<file path="src/design/lctpg_pkg.sv">
// Shared types and constants for the line camera test pattern generator.
// Assumes a single 20 MHz pixel clock and a synchronous active high reset.
package lctpg_pkg;

	localparam int        PIX_W          = 12;
	localparam int        CNT_W          = 12;
	localparam int        PER_W          = 16;
	localparam logic [11:0] LINE_LAST    = 12'hFFF;
	localparam logic [11:0] PIX_FIRST    = 12'h000;
	localparam logic [7:0]  MOVE_RESET   = 8'h00;
	localparam logic [PER_W-1:0] FR_RESET = 16'h0000;
	localparam logic [11:0] GRAY_8       = 12'h07F;
	localparam logic [11:0] GRAY_10      = 12'h1FF;
	localparam logic [11:0] GRAY_12      = 12'h7FF;
	localparam logic [11:0] BLACK        = 12'h000;
	localparam logic [7:0]  GRAD_TOP     = 8'hFF;

	typedef enum logic [2:0] {
		LCTPG_MODE_VIDEO = 3'h0,
		LCTPG_MODE_FIXED = 3'h1,
		LCTPG_MODE_MOVE  = 3'h2,
		LCTPG_MODE_BLACK = 3'h3,
		LCTPG_MODE_GRAY  = 3'h4
	} lctpg_mode_t;

	typedef enum logic [1:0] {
		LCTPG_DEPTH_8  = 2'h0,
		LCTPG_DEPTH_10 = 2'h1,
		LCTPG_DEPTH_12 = 2'h2
	} lctpg_depth_t;

	typedef enum logic {
		LCTPG_ST_IDLE   = 1'b0,
		LCTPG_ST_ACTIVE = 1'b1
	} lctpg_state_t;

	typedef struct packed {
		logic             valid;
		logic [PIX_W-1:0] data;
	} lctpg_pix_t;

endpackage

</file>
<file path="src/design/lctpg_top.sv">
// Test pattern generator placed in front of the video output.
// Assumes control inputs and sensor video come from logic on i_clk; the line trigger is a pin.
`timescale 1ns/1ps
module lctpg_top
	import lctpg_pkg::*;
(
	// Clock and reset.
	input  wire logic             i_clk,
	input  wire logic             i_reset,
	// Control from the camera configuration logic.
	input  wire lctpg_mode_t      i_mode,
	input  wire lctpg_depth_t     i_depth,
	input  wire logic             i_free_run,
	input  wire logic [PER_W-1:0] i_line_period,
	// Line trigger pin from the frame grabber.
	input  wire logic             i_line_trigger_input,
	// Sensor video in normal operation.
	input  wire lctpg_pix_t       i_video,
	// Video output to the frame grabber.
	output lctpg_pix_t            o_pix
);

	logic             trig_meta_q;
	logic             trig_sync_q;
	logic             trig_prev_q;
	logic             trig_edge;
	logic [PER_W-1:0] fr_cnt_q;
	logic             fr_tick;
	logic             test_mode;
	logic             start;
	lctpg_state_t     state_q;
	logic [CNT_W-1:0] pix_cnt_q;
	logic [7:0]       move_q;
	logic [PIX_W-1:0] pat_value;
	lctpg_pix_t       pix_q;
	logic [12:0]      valid_run_q;

	// Maps a pixel position to the 8-bit fixed gradient value.
	function automatic logic [7:0] grad8(input logic [CNT_W-1:0] p);
		logic [8:0] q;
		q = p[8:0];
		if (!q[0]) begin
			grad8 = q[8:1];
		end else begin
			grad8 = GRAD_TOP - q[8:1];
		end
	endfunction

	// Widens an 8-bit value so zero and full scale land on the end codes.
	function automatic logic [PIX_W-1:0] scale(input logic [7:0] v, input lctpg_depth_t d);
		case (d)
			LCTPG_DEPTH_10: scale = {2'h0, v, v[7:6]};
			LCTPG_DEPTH_12: scale = {v, v[7:4]};
			default:        scale = {4'h0, v};
		endcase
	endfunction

	// The trigger pin passes two flip-flops before the edge detector.
	always_ff @(posedge i_clk) begin
		if (i_reset) begin
			trig_meta_q <= 1'b0;
			trig_sync_q <= 1'b0;
			trig_prev_q <= 1'b0;
		end else begin
			trig_meta_q <= i_line_trigger_input;
			trig_sync_q <= trig_meta_q;
			trig_prev_q <= trig_sync_q;
		end
	end

	assign trig_edge = trig_sync_q & ~trig_prev_q;

	// Internal line control signal for free run.
	always_ff @(posedge i_clk) begin
		if (i_reset || !i_free_run || fr_tick) begin
			fr_cnt_q <= FR_RESET;
		end else begin
			fr_cnt_q <= fr_cnt_q + 16'h0001;
		end
	end

	assign fr_tick   = i_free_run && (fr_cnt_q >= i_line_period);
	assign test_mode = (i_mode != LCTPG_MODE_VIDEO);
	// A line starts only on a trigger edge or a free run tick; one already running is not restarted.
	assign start     = test_mode && (state_q == LCTPG_ST_IDLE) &&
	                   (i_free_run ? fr_tick : trig_edge);

	// Line sequencer.
	always_ff @(posedge i_clk) begin
		if (i_reset) begin
			state_q   <= LCTPG_ST_IDLE;
			pix_cnt_q <= PIX_FIRST;
		end else begin
			case (state_q)
				LCTPG_ST_IDLE: begin
					pix_cnt_q <= PIX_FIRST;
					if (start) begin
						state_q <= LCTPG_ST_ACTIVE;
					end
				end
				LCTPG_ST_ACTIVE: begin
					pix_cnt_q <= pix_cnt_q + 12'h001;
					if (pix_cnt_q == LINE_LAST) begin
						state_q   <= LCTPG_ST_IDLE;
						pix_cnt_q <= PIX_FIRST;
					end
				end
				default: begin
					state_q   <= LCTPG_ST_IDLE;
					pix_cnt_q <= PIX_FIRST;
				end
			endcase
		end
	end

	// Moving gradient offset advances once per line emitted in the moving gradient mode.
	always_ff @(posedge i_clk) begin
		if (i_reset) begin
			move_q <= MOVE_RESET;
		end else if (state_q == LCTPG_ST_ACTIVE && pix_cnt_q == LINE_LAST && i_mode == LCTPG_MODE_MOVE) begin
			move_q <= move_q + 8'h01;
		end
	end

	// Pattern values depend only on position, mode, depth and the moving gradient offset, never on exposure.
	always_comb begin
		case (i_mode)
			LCTPG_MODE_FIXED: pat_value = scale(grad8(pix_cnt_q), i_depth);
			LCTPG_MODE_MOVE:  pat_value = scale(pix_cnt_q[7:0] + move_q, i_depth);
			LCTPG_MODE_BLACK: pat_value = BLACK;
			LCTPG_MODE_GRAY: begin
				case (i_depth)
					LCTPG_DEPTH_10: pat_value = GRAY_10;
					LCTPG_DEPTH_12: pat_value = GRAY_12;
					default:        pat_value = GRAY_8;
				endcase
			end
			default:          pat_value = BLACK;
		endcase
	end

	// Output register selects sensor video or the synthesized line.
	always_ff @(posedge i_clk) begin
		if (i_reset) begin
			pix_q <= '0;
		end else if (!test_mode) begin
			pix_q <= i_video;
		end else begin
			pix_q.valid <= (state_q == LCTPG_ST_ACTIVE);
			pix_q.data  <= (state_q == LCTPG_ST_ACTIVE) ? pat_value : BLACK;
		end
	end

	assign o_pix = pix_q;

	// Counts consecutive valid output pixels so the line length can be checked.
	always_ff @(posedge i_clk) begin
		if (i_reset || !pix_q.valid) begin
			valid_run_q <= 13'h0000;
		end else begin
			valid_run_q <= valid_run_q + 13'h0001;
		end
	end
endmodule

</file>
<file path="config.mk">
export PLATFORM = sky130hd
export DESIGN_NAME = lctpg_top
export DESIGN_NICKNAME = d
export VERILOG_FILES = /design/src/design/lctpg_pkg.sv /design/src/design/lctpg_top.sv
export SDC_FILE = /design/constraint.sdc
export NUM_CORES = 1
export LEC_CHECK = 0
export BUFFER_PORTS_ARGS = -buffer_cell sky130_fd_sc_hd__buf_2
export CORE_MARGIN = 2
export CORE_UTILIZATION = 54
export CTS_BUF_LIST = sky130_fd_sc_hd__clkbuf_4 sky130_fd_sc_hd__clkbuf_8
export DETAILED_ROUTE_END_ITERATION = 7
export PLACE_DENSITY = 0.77
export SYNTH_ARGS = -nofsm -noshare
export SYNTH_HDL_FRONTEND = slang
export SYNTH_SLANG_ARGS = --single-unit
</file>
<file path="constraint.sdc">
create_clock -name i_clk -period 2.2 [get_ports i_clk]
set_input_delay 0.44 -clock i_clk [delete_from_list [all_inputs] [get_ports i_clk]]
set_output_delay 0.44 -clock i_clk [all_outputs]
set_load 0.1 [all_outputs]
</file>
After elaboration in Yosys (flattened, before gate mapping)
Cells that the tools add are included.
{ "op_classes": {"add_sub_neg": 5, "n_lt_le_gt_ge": 1, "eq_ne": 6, "n_mux": 13, "bitwise_logic": 3, "reduce_logical": 9} }
{ "op_table": {"columns": ["cell", "n"], "rows": [
  ["case mux 12 bit (2 select lines)", 3],
  ["case mux 12 bit (3 select lines)", 1],
  ["2-to-1 mux 12 bit", 2],
  ["case mux 11 bit (2 select lines)", 1],
  ["adder 16 x 1 -> 16 bit, second input constant", 1],
  ["greater-or-equal comparator 16 bit", 1],
  ["2-to-1 mux 13 bit", 1],
  ["adder 12 x 1 -> 12 bit, second input constant", 1],
  ["== test 12 bit, second input constant", 1],
  ["adder 8 x 1 -> 8 bit, second input constant", 1],
  ["adder 8 bit", 1],
  ["2-to-1 mux 8 bit", 1],
  ["subtractor 8 bit, first input constant", 1],
  ["logical AND 1 bit", 5],
  ["== test 3 x 1 -> 1 bit, second input constant", 1],
  ["== test 3 x 2 -> 1 bit, second input constant", 1],
  ["== test 3 bit, second input constant", 1],
  ["2-to-1 mux 1 bit", 3],
  ["nonzero test 3 bit", 1],
  ["== test 2 x 1 -> 1 bit, second input constant", 1],
  ["== test 2 bit, second input constant", 1],
  ["logical OR 1 bit", 2],
  ["inverter 1 bit", 2],
  ["case mux 1 bit (2 select lines)", 1],
  ["2 further kinds", 2]
]} }
{ "word_totals": {"ff_bits": 53, "in_bits": 38, "elab_cells": 46} }

Logic depth before layout (Yosys ltp)
{ "depth": {"depth_word": 6, "ltp_mapped": 10, "ltp_nobuf": 8} }

Worst setup path before layout
No wires, ideal clock.
{ "synth_path": {"kind": "register -> register", "startpoint": "register pix_cnt_q[0]", "endpoint": "register pix_q, in the netlist o_pix[8]", "setup_ns": 0.091, "arrival_time_ns": 1.945, "required_ns": 2.109, "slack_ns": 0.164, "stages_incl_launch_ff": 9, "path_buffers": 0, "period_less_slack_ns": 2.036, "path_cell_list": "dfxtp_1 > ha_1 > fa_1 > a211oi_1 > o21bai_1 > a21oi_1 > xnor2_1 > nand2_1 > a311oi_1"} }
{ "synth_via": {"elab_chain_len": 5, "elab_cells_between_ends": 7, "cone_classes": "add/sub (1); mux (6)"} }
{ "synth_lines": {"columns": ["element", "line", "text"], "rows": [
  ["start, declared", "lctpg_top.sv:32", "logic [CNT_W-1:0] pix_cnt_q;"],
  ["start signal, assigned", "lctpg_top.sv:102", "pix_cnt_q <= pix_cnt_q + 12'h001;"],
  ["adder 8 bit / 2-to-1 mux 8 bit (equally long branches)", "lctpg_top.sv:129, lctpg_top.sv:42", null],
  ["case mux 12 bit (2 select lines)", "lctpg_top.sv:51", "case (d)"],
  ["case mux 12 bit (3 select lines) (*)", "lctpg_top.sv:127", "case (i_mode)"],
  ["2-to-1 mux 12 bit (*)", "lctpg_top.sv:150", "pix_q.data <= (state_q == LCTPG_ST_ACTIVE) ? pat_value : BLACK;"],
  ["2-to-1 mux 13 bit (*)", "lctpg_top.sv:146", "end else if (!test_mode) begin"],
  ["end signal, assigned", "lctpg_top.sv:147", "pix_q <= i_video;"],
  ["end, declared", "lctpg_top.sv:35", "lctpg_pix_t pix_q;"]
]} }
Every way passes the cells marked *; elsewhere a longest branch is shown, timed or not.
A chain may end at the register's enable or synchronous reset.

Worst setup path after layout
{ "layout_path": {"startpoint": "register pix_cnt_q[4]", "endpoint": "register pix_q, in the netlist o_pix[9]"} }
{ "layout_via": {"elab_chain_len": 6, "elab_cells_between_ends": 8, "cone_classes": "add/sub (2); mux (6)"} }
{ "layout_lines": {"columns": ["element", "line", "text"], "rows": [
  ["subtractor 8 bit", "lctpg_top.sv:45", "grad8 = GRAD_TOP - q[8:1];"],
  ["2-to-1 mux 8 bit", "lctpg_top.sv:42", "if (!q[0]) begin"],
  ["case mux 12 bit (2 select lines)", "lctpg_top.sv:51", null],
  ["case mux 12 bit (3 select lines) (*)", "lctpg_top.sv:127", null],
  ["2-to-1 mux 12 bit (*)", "lctpg_top.sv:150", null],
  ["2-to-1 mux 13 bit (*)", "lctpg_top.sv:146", null]
]} }
Marked as above.

==> impl_metrics.toml <==
[status]
outcome = "complete, no violations"

[timing]
tightest_slew_ns = 0.6107
clock_skew_ns = 0.01001
worst_slack_ns = 0.06499
relSlewSlack = 0.5895
clock.fmax_ghz = 0.4684
hold_ws_ns = 0.3276
drv_slew = 0
rsz0062_at_grt = "no"
fin_crit_sh = 0.9705
finalHoldViolCount = 0
finalSetupViolations = 0
final.min_clock_period_ns = 2.135

[place]
postPlaceCellArea_sq_mm = 0.004110
post-place-ws_ns = -0.03151
portBuffers = 50
place_inst = 587
dp_hpwl_um = 6671
gp_congestion = 0.9155

[clock_tree]
cts_buffers = 5
cts_sinks = 53
clk_latency_ns = 0.31
root_buffer = "clkbuf_8"
cts_tree = "yes"
path_clk_slew_ns = 0.10
clk_path_buf_depth = 2
cts_max_level = 2
cts_hold_buffers = 0

[setup_path]
worstPathCellList = "ha_1 > and3_1 > a221oi_2 > xnor2_1 > a221oi_2 > a211oi_1"
required_ns = 2.37
cp_max_fo = 5
cp-end-kind = "flop"
startpoint_type = "flop"
path_buf_inv = 0
critical_path.top_delay_family = "compound AO/OA/AOI/OAI gates"
path_common_cell = "a221oi_2"
cp_slowest_cell = "a221oi_2"
worstSetupPathType = "flop to flop"
max_stage_delay_ns = 0.42
arrival_ns = 2.31

[global_route]
grtUsageTotal = 0.2319
grt_pass1_wl_um = 14310
grt_pass1_vias = 3183
antenna_found_initial = 0
overflow = 0
grt_max_degree = 22

[job]
drv_cap = 0

[power]
ir_worst_vdd_mv = 0.2042
switching_share = 0.2782
share_clk_of_total_power = 0.302
p_leak_nw = 1.857
switchingPower_mw = 0.5072
p_int_mw = 1.316
power_density_mw_per_mm2 = 428.3
pwr-share-seq = 0.537
p_comb_frac = 0.161

[route]
viasPerCell = 5.790
antenna_left = 0
route.final.wire_length_um = 8760
drc = 0
wl_per_cell_um = 14.70
num_vias = 3451
drtIter0Drc = 195
dr.pass1.iters = 5

[logic_synthesis]
synth-edff-count = 0
synth_cells = 445
yosysSeqAreaShare = 0.2811
yosysWarnings = 0
synth_flop_cell = "dfxtp_1"
synth_seq_cells = 53
syn_avg_cell_area_sq_um = 8.483
synth_nets = 512
syn_area_sq_mm = 0.003775
synthDistinctLibCells = 66
ys_async_sr_fraction = 0

[layout]
layout.cells.non_filler = 596
final_cell_area_sq_mm = 0.004257
synthToLayoutAreaGrowth_pct = 12.76
fin_util = 0.6265
final_cell_mix = "dfxtp_1, buf_2, nor2_1"
drive_gt1_frac = 0.2340
antenna_cells = 0
layout_commonest_cell = "dfxtp_1"
finalNetCount = 567

[floorplanning]
die_h_um = 87.61
rows = 30
start_util = 0.5556
dieArea_sq_mm = 0.007676
die_x_um = 87.61
coreArea_sq_mm = 0.006794
ios = 51

[worst_hold_path]
min_path_type = "input port to flop"
what timing repair did:
item,4_1_cts,5_1_grt
endpoints found under the setup margin,5,24
gates resized for setup,4,7
pin swaps,1,5
setup buffers,0,2
hold endpoints to repair,0,0
gates cloned,0,0
routing by layer:
| layer | up-vias | global-route usage | share of wire |
|---|---|---|---|
| li1 | 1714 | - | - |
| met5 | - | 0 | 0 |
| met1 | 1606 | 0.2970 | 0.45 |
| met3 | 18 | 0.04241 | 0.051 |
| met4 | 0 | 0.07552 | 0.019 |
| met2 | 113 | 0.3946 | 0.48 |
cell usage after synthesis, types with 3 or more instances:
master | count | area [sq um]
and3_1 | 6 | 37.54
o221ai_1 | 3 | 26.28
a211oi_1 | 7 | 52.55
ha_1 | 28 | 350.3
buf_6 | 7 | 78.83
o21bai_1 | 3 | 22.52
a221oi_1 | 7 | 61.31
nand2_1 | 29 | 108.9
nand4_1 | 13 | 81.33
o21ai_0 | 21 | 105.1
o221a_2 | 4 | 45.04
a22oi_1 | 7 | 52.55
nand3_1 | 15 | 75.07
nor2_1 | 48 | 180.2
mux2i_1 | 8 | 80.08
o21a_1 | 3 | 22.52
nor3_1 | 8 | 40.04
clkbuf_1 | 7 | 26.28
xnor2_1 | 19 | 166.4
a32oi_1 | 3 | 26.28
or3_1 | 3 | 18.77
buf_2 | 7 | 35.03
o31ai_1 | 4 | 30.03
inv_1 | 26 | 97.59
clkbuf_8 | 4 | 55.05
a21oi_1 | 21 | 105.1
a21o_1 | 7 | 52.55
nor2b_1 | 8 | 50.05
xor2_1 | 22 | 192.7
dfxtp_1 | 53 | 1061
worst paths after layout:
check                    start     endpoint  slack [ns]  depth (start not counted)
hold / removal     i_video[11]    o_pix[11]        0.33                          3
hold reg to reg    trig_meta_q  trig_sync_q        0.45                          1
setup / recovery  pix_cnt_q[4]     o_pix[9]        0.06                          6
setup reg to reg  pix_cnt_q[4]     o_pix[9]        0.06                          6
tightest hold or removal path: cells and delay by family:
family          cells  cell delay [ns]
compound gates      1             0.05
buf+inv             1             0.07
simple gates        1             0.03
registers in the layout (all words and copies together), names as in the netlist:
| register | cells |
|---|---|
| trig_prev_q | 1 |
| o_pix | 13 |
| move_q | 8 |
| trig_meta_q | 1 |
| state_q | 1 |
| fr_cnt_q | 16 |
| trig_sync_q | 1 |
| pix_cnt_q | 12 |
power groups by stage:
stage	logic (mW)	registers (mW)	clock network [mW]
floorplan	0.172	1.02	0
global placement	0.280	1.00	0
detailed placement	0.284	1.00	0
CTS	0.286	0.979	0.566
global route	0.321	0.981	0.609
finish	0.294	0.979	0.551
logic make-up (layout without fill, tap and decap cells):
| group | count (synthesis) | after routing | share of synthesized area |
|---|---|---|---|
| multiplexers | 8 | 8 | 0.02121 |
| XOR/XNOR | 42 | 42 | 0.09944 |
| AO/OA/AOI/OAI | 112 | 112 | 0.2164 |
| AND/OR/NAND/NOR | 147 | 147 | 0.2019 |
| buffers and inverters | 54 | 109 | 0.08187 |
| adder cells (fa/ha/maj) | 29 | 29 | 0.09811 |
| flip-flops | 53 | 53 | 0.2811 |
metrics by stage:
step	TNS [ns]	total power, mW
after floorplan	0	1.196
after global placement	0	1.281
after detailed placement	-0.1725	1.285
after CTS	0	1.831
after global routing	0	1.910
final	0	1.823
final cells by class:
class                   instances  area (sq um)
repair buffers                 75         437.9
clock inverters                 1         8.758
flip-flops and latches         53          1064
well taps                      96         120.1
inverters                      27         101.3
clock buffers                   6         76.32
multi-input cells             338          2449
fillers                       575          2537
No activity file was read; power rests on OpenSTA's default activity.
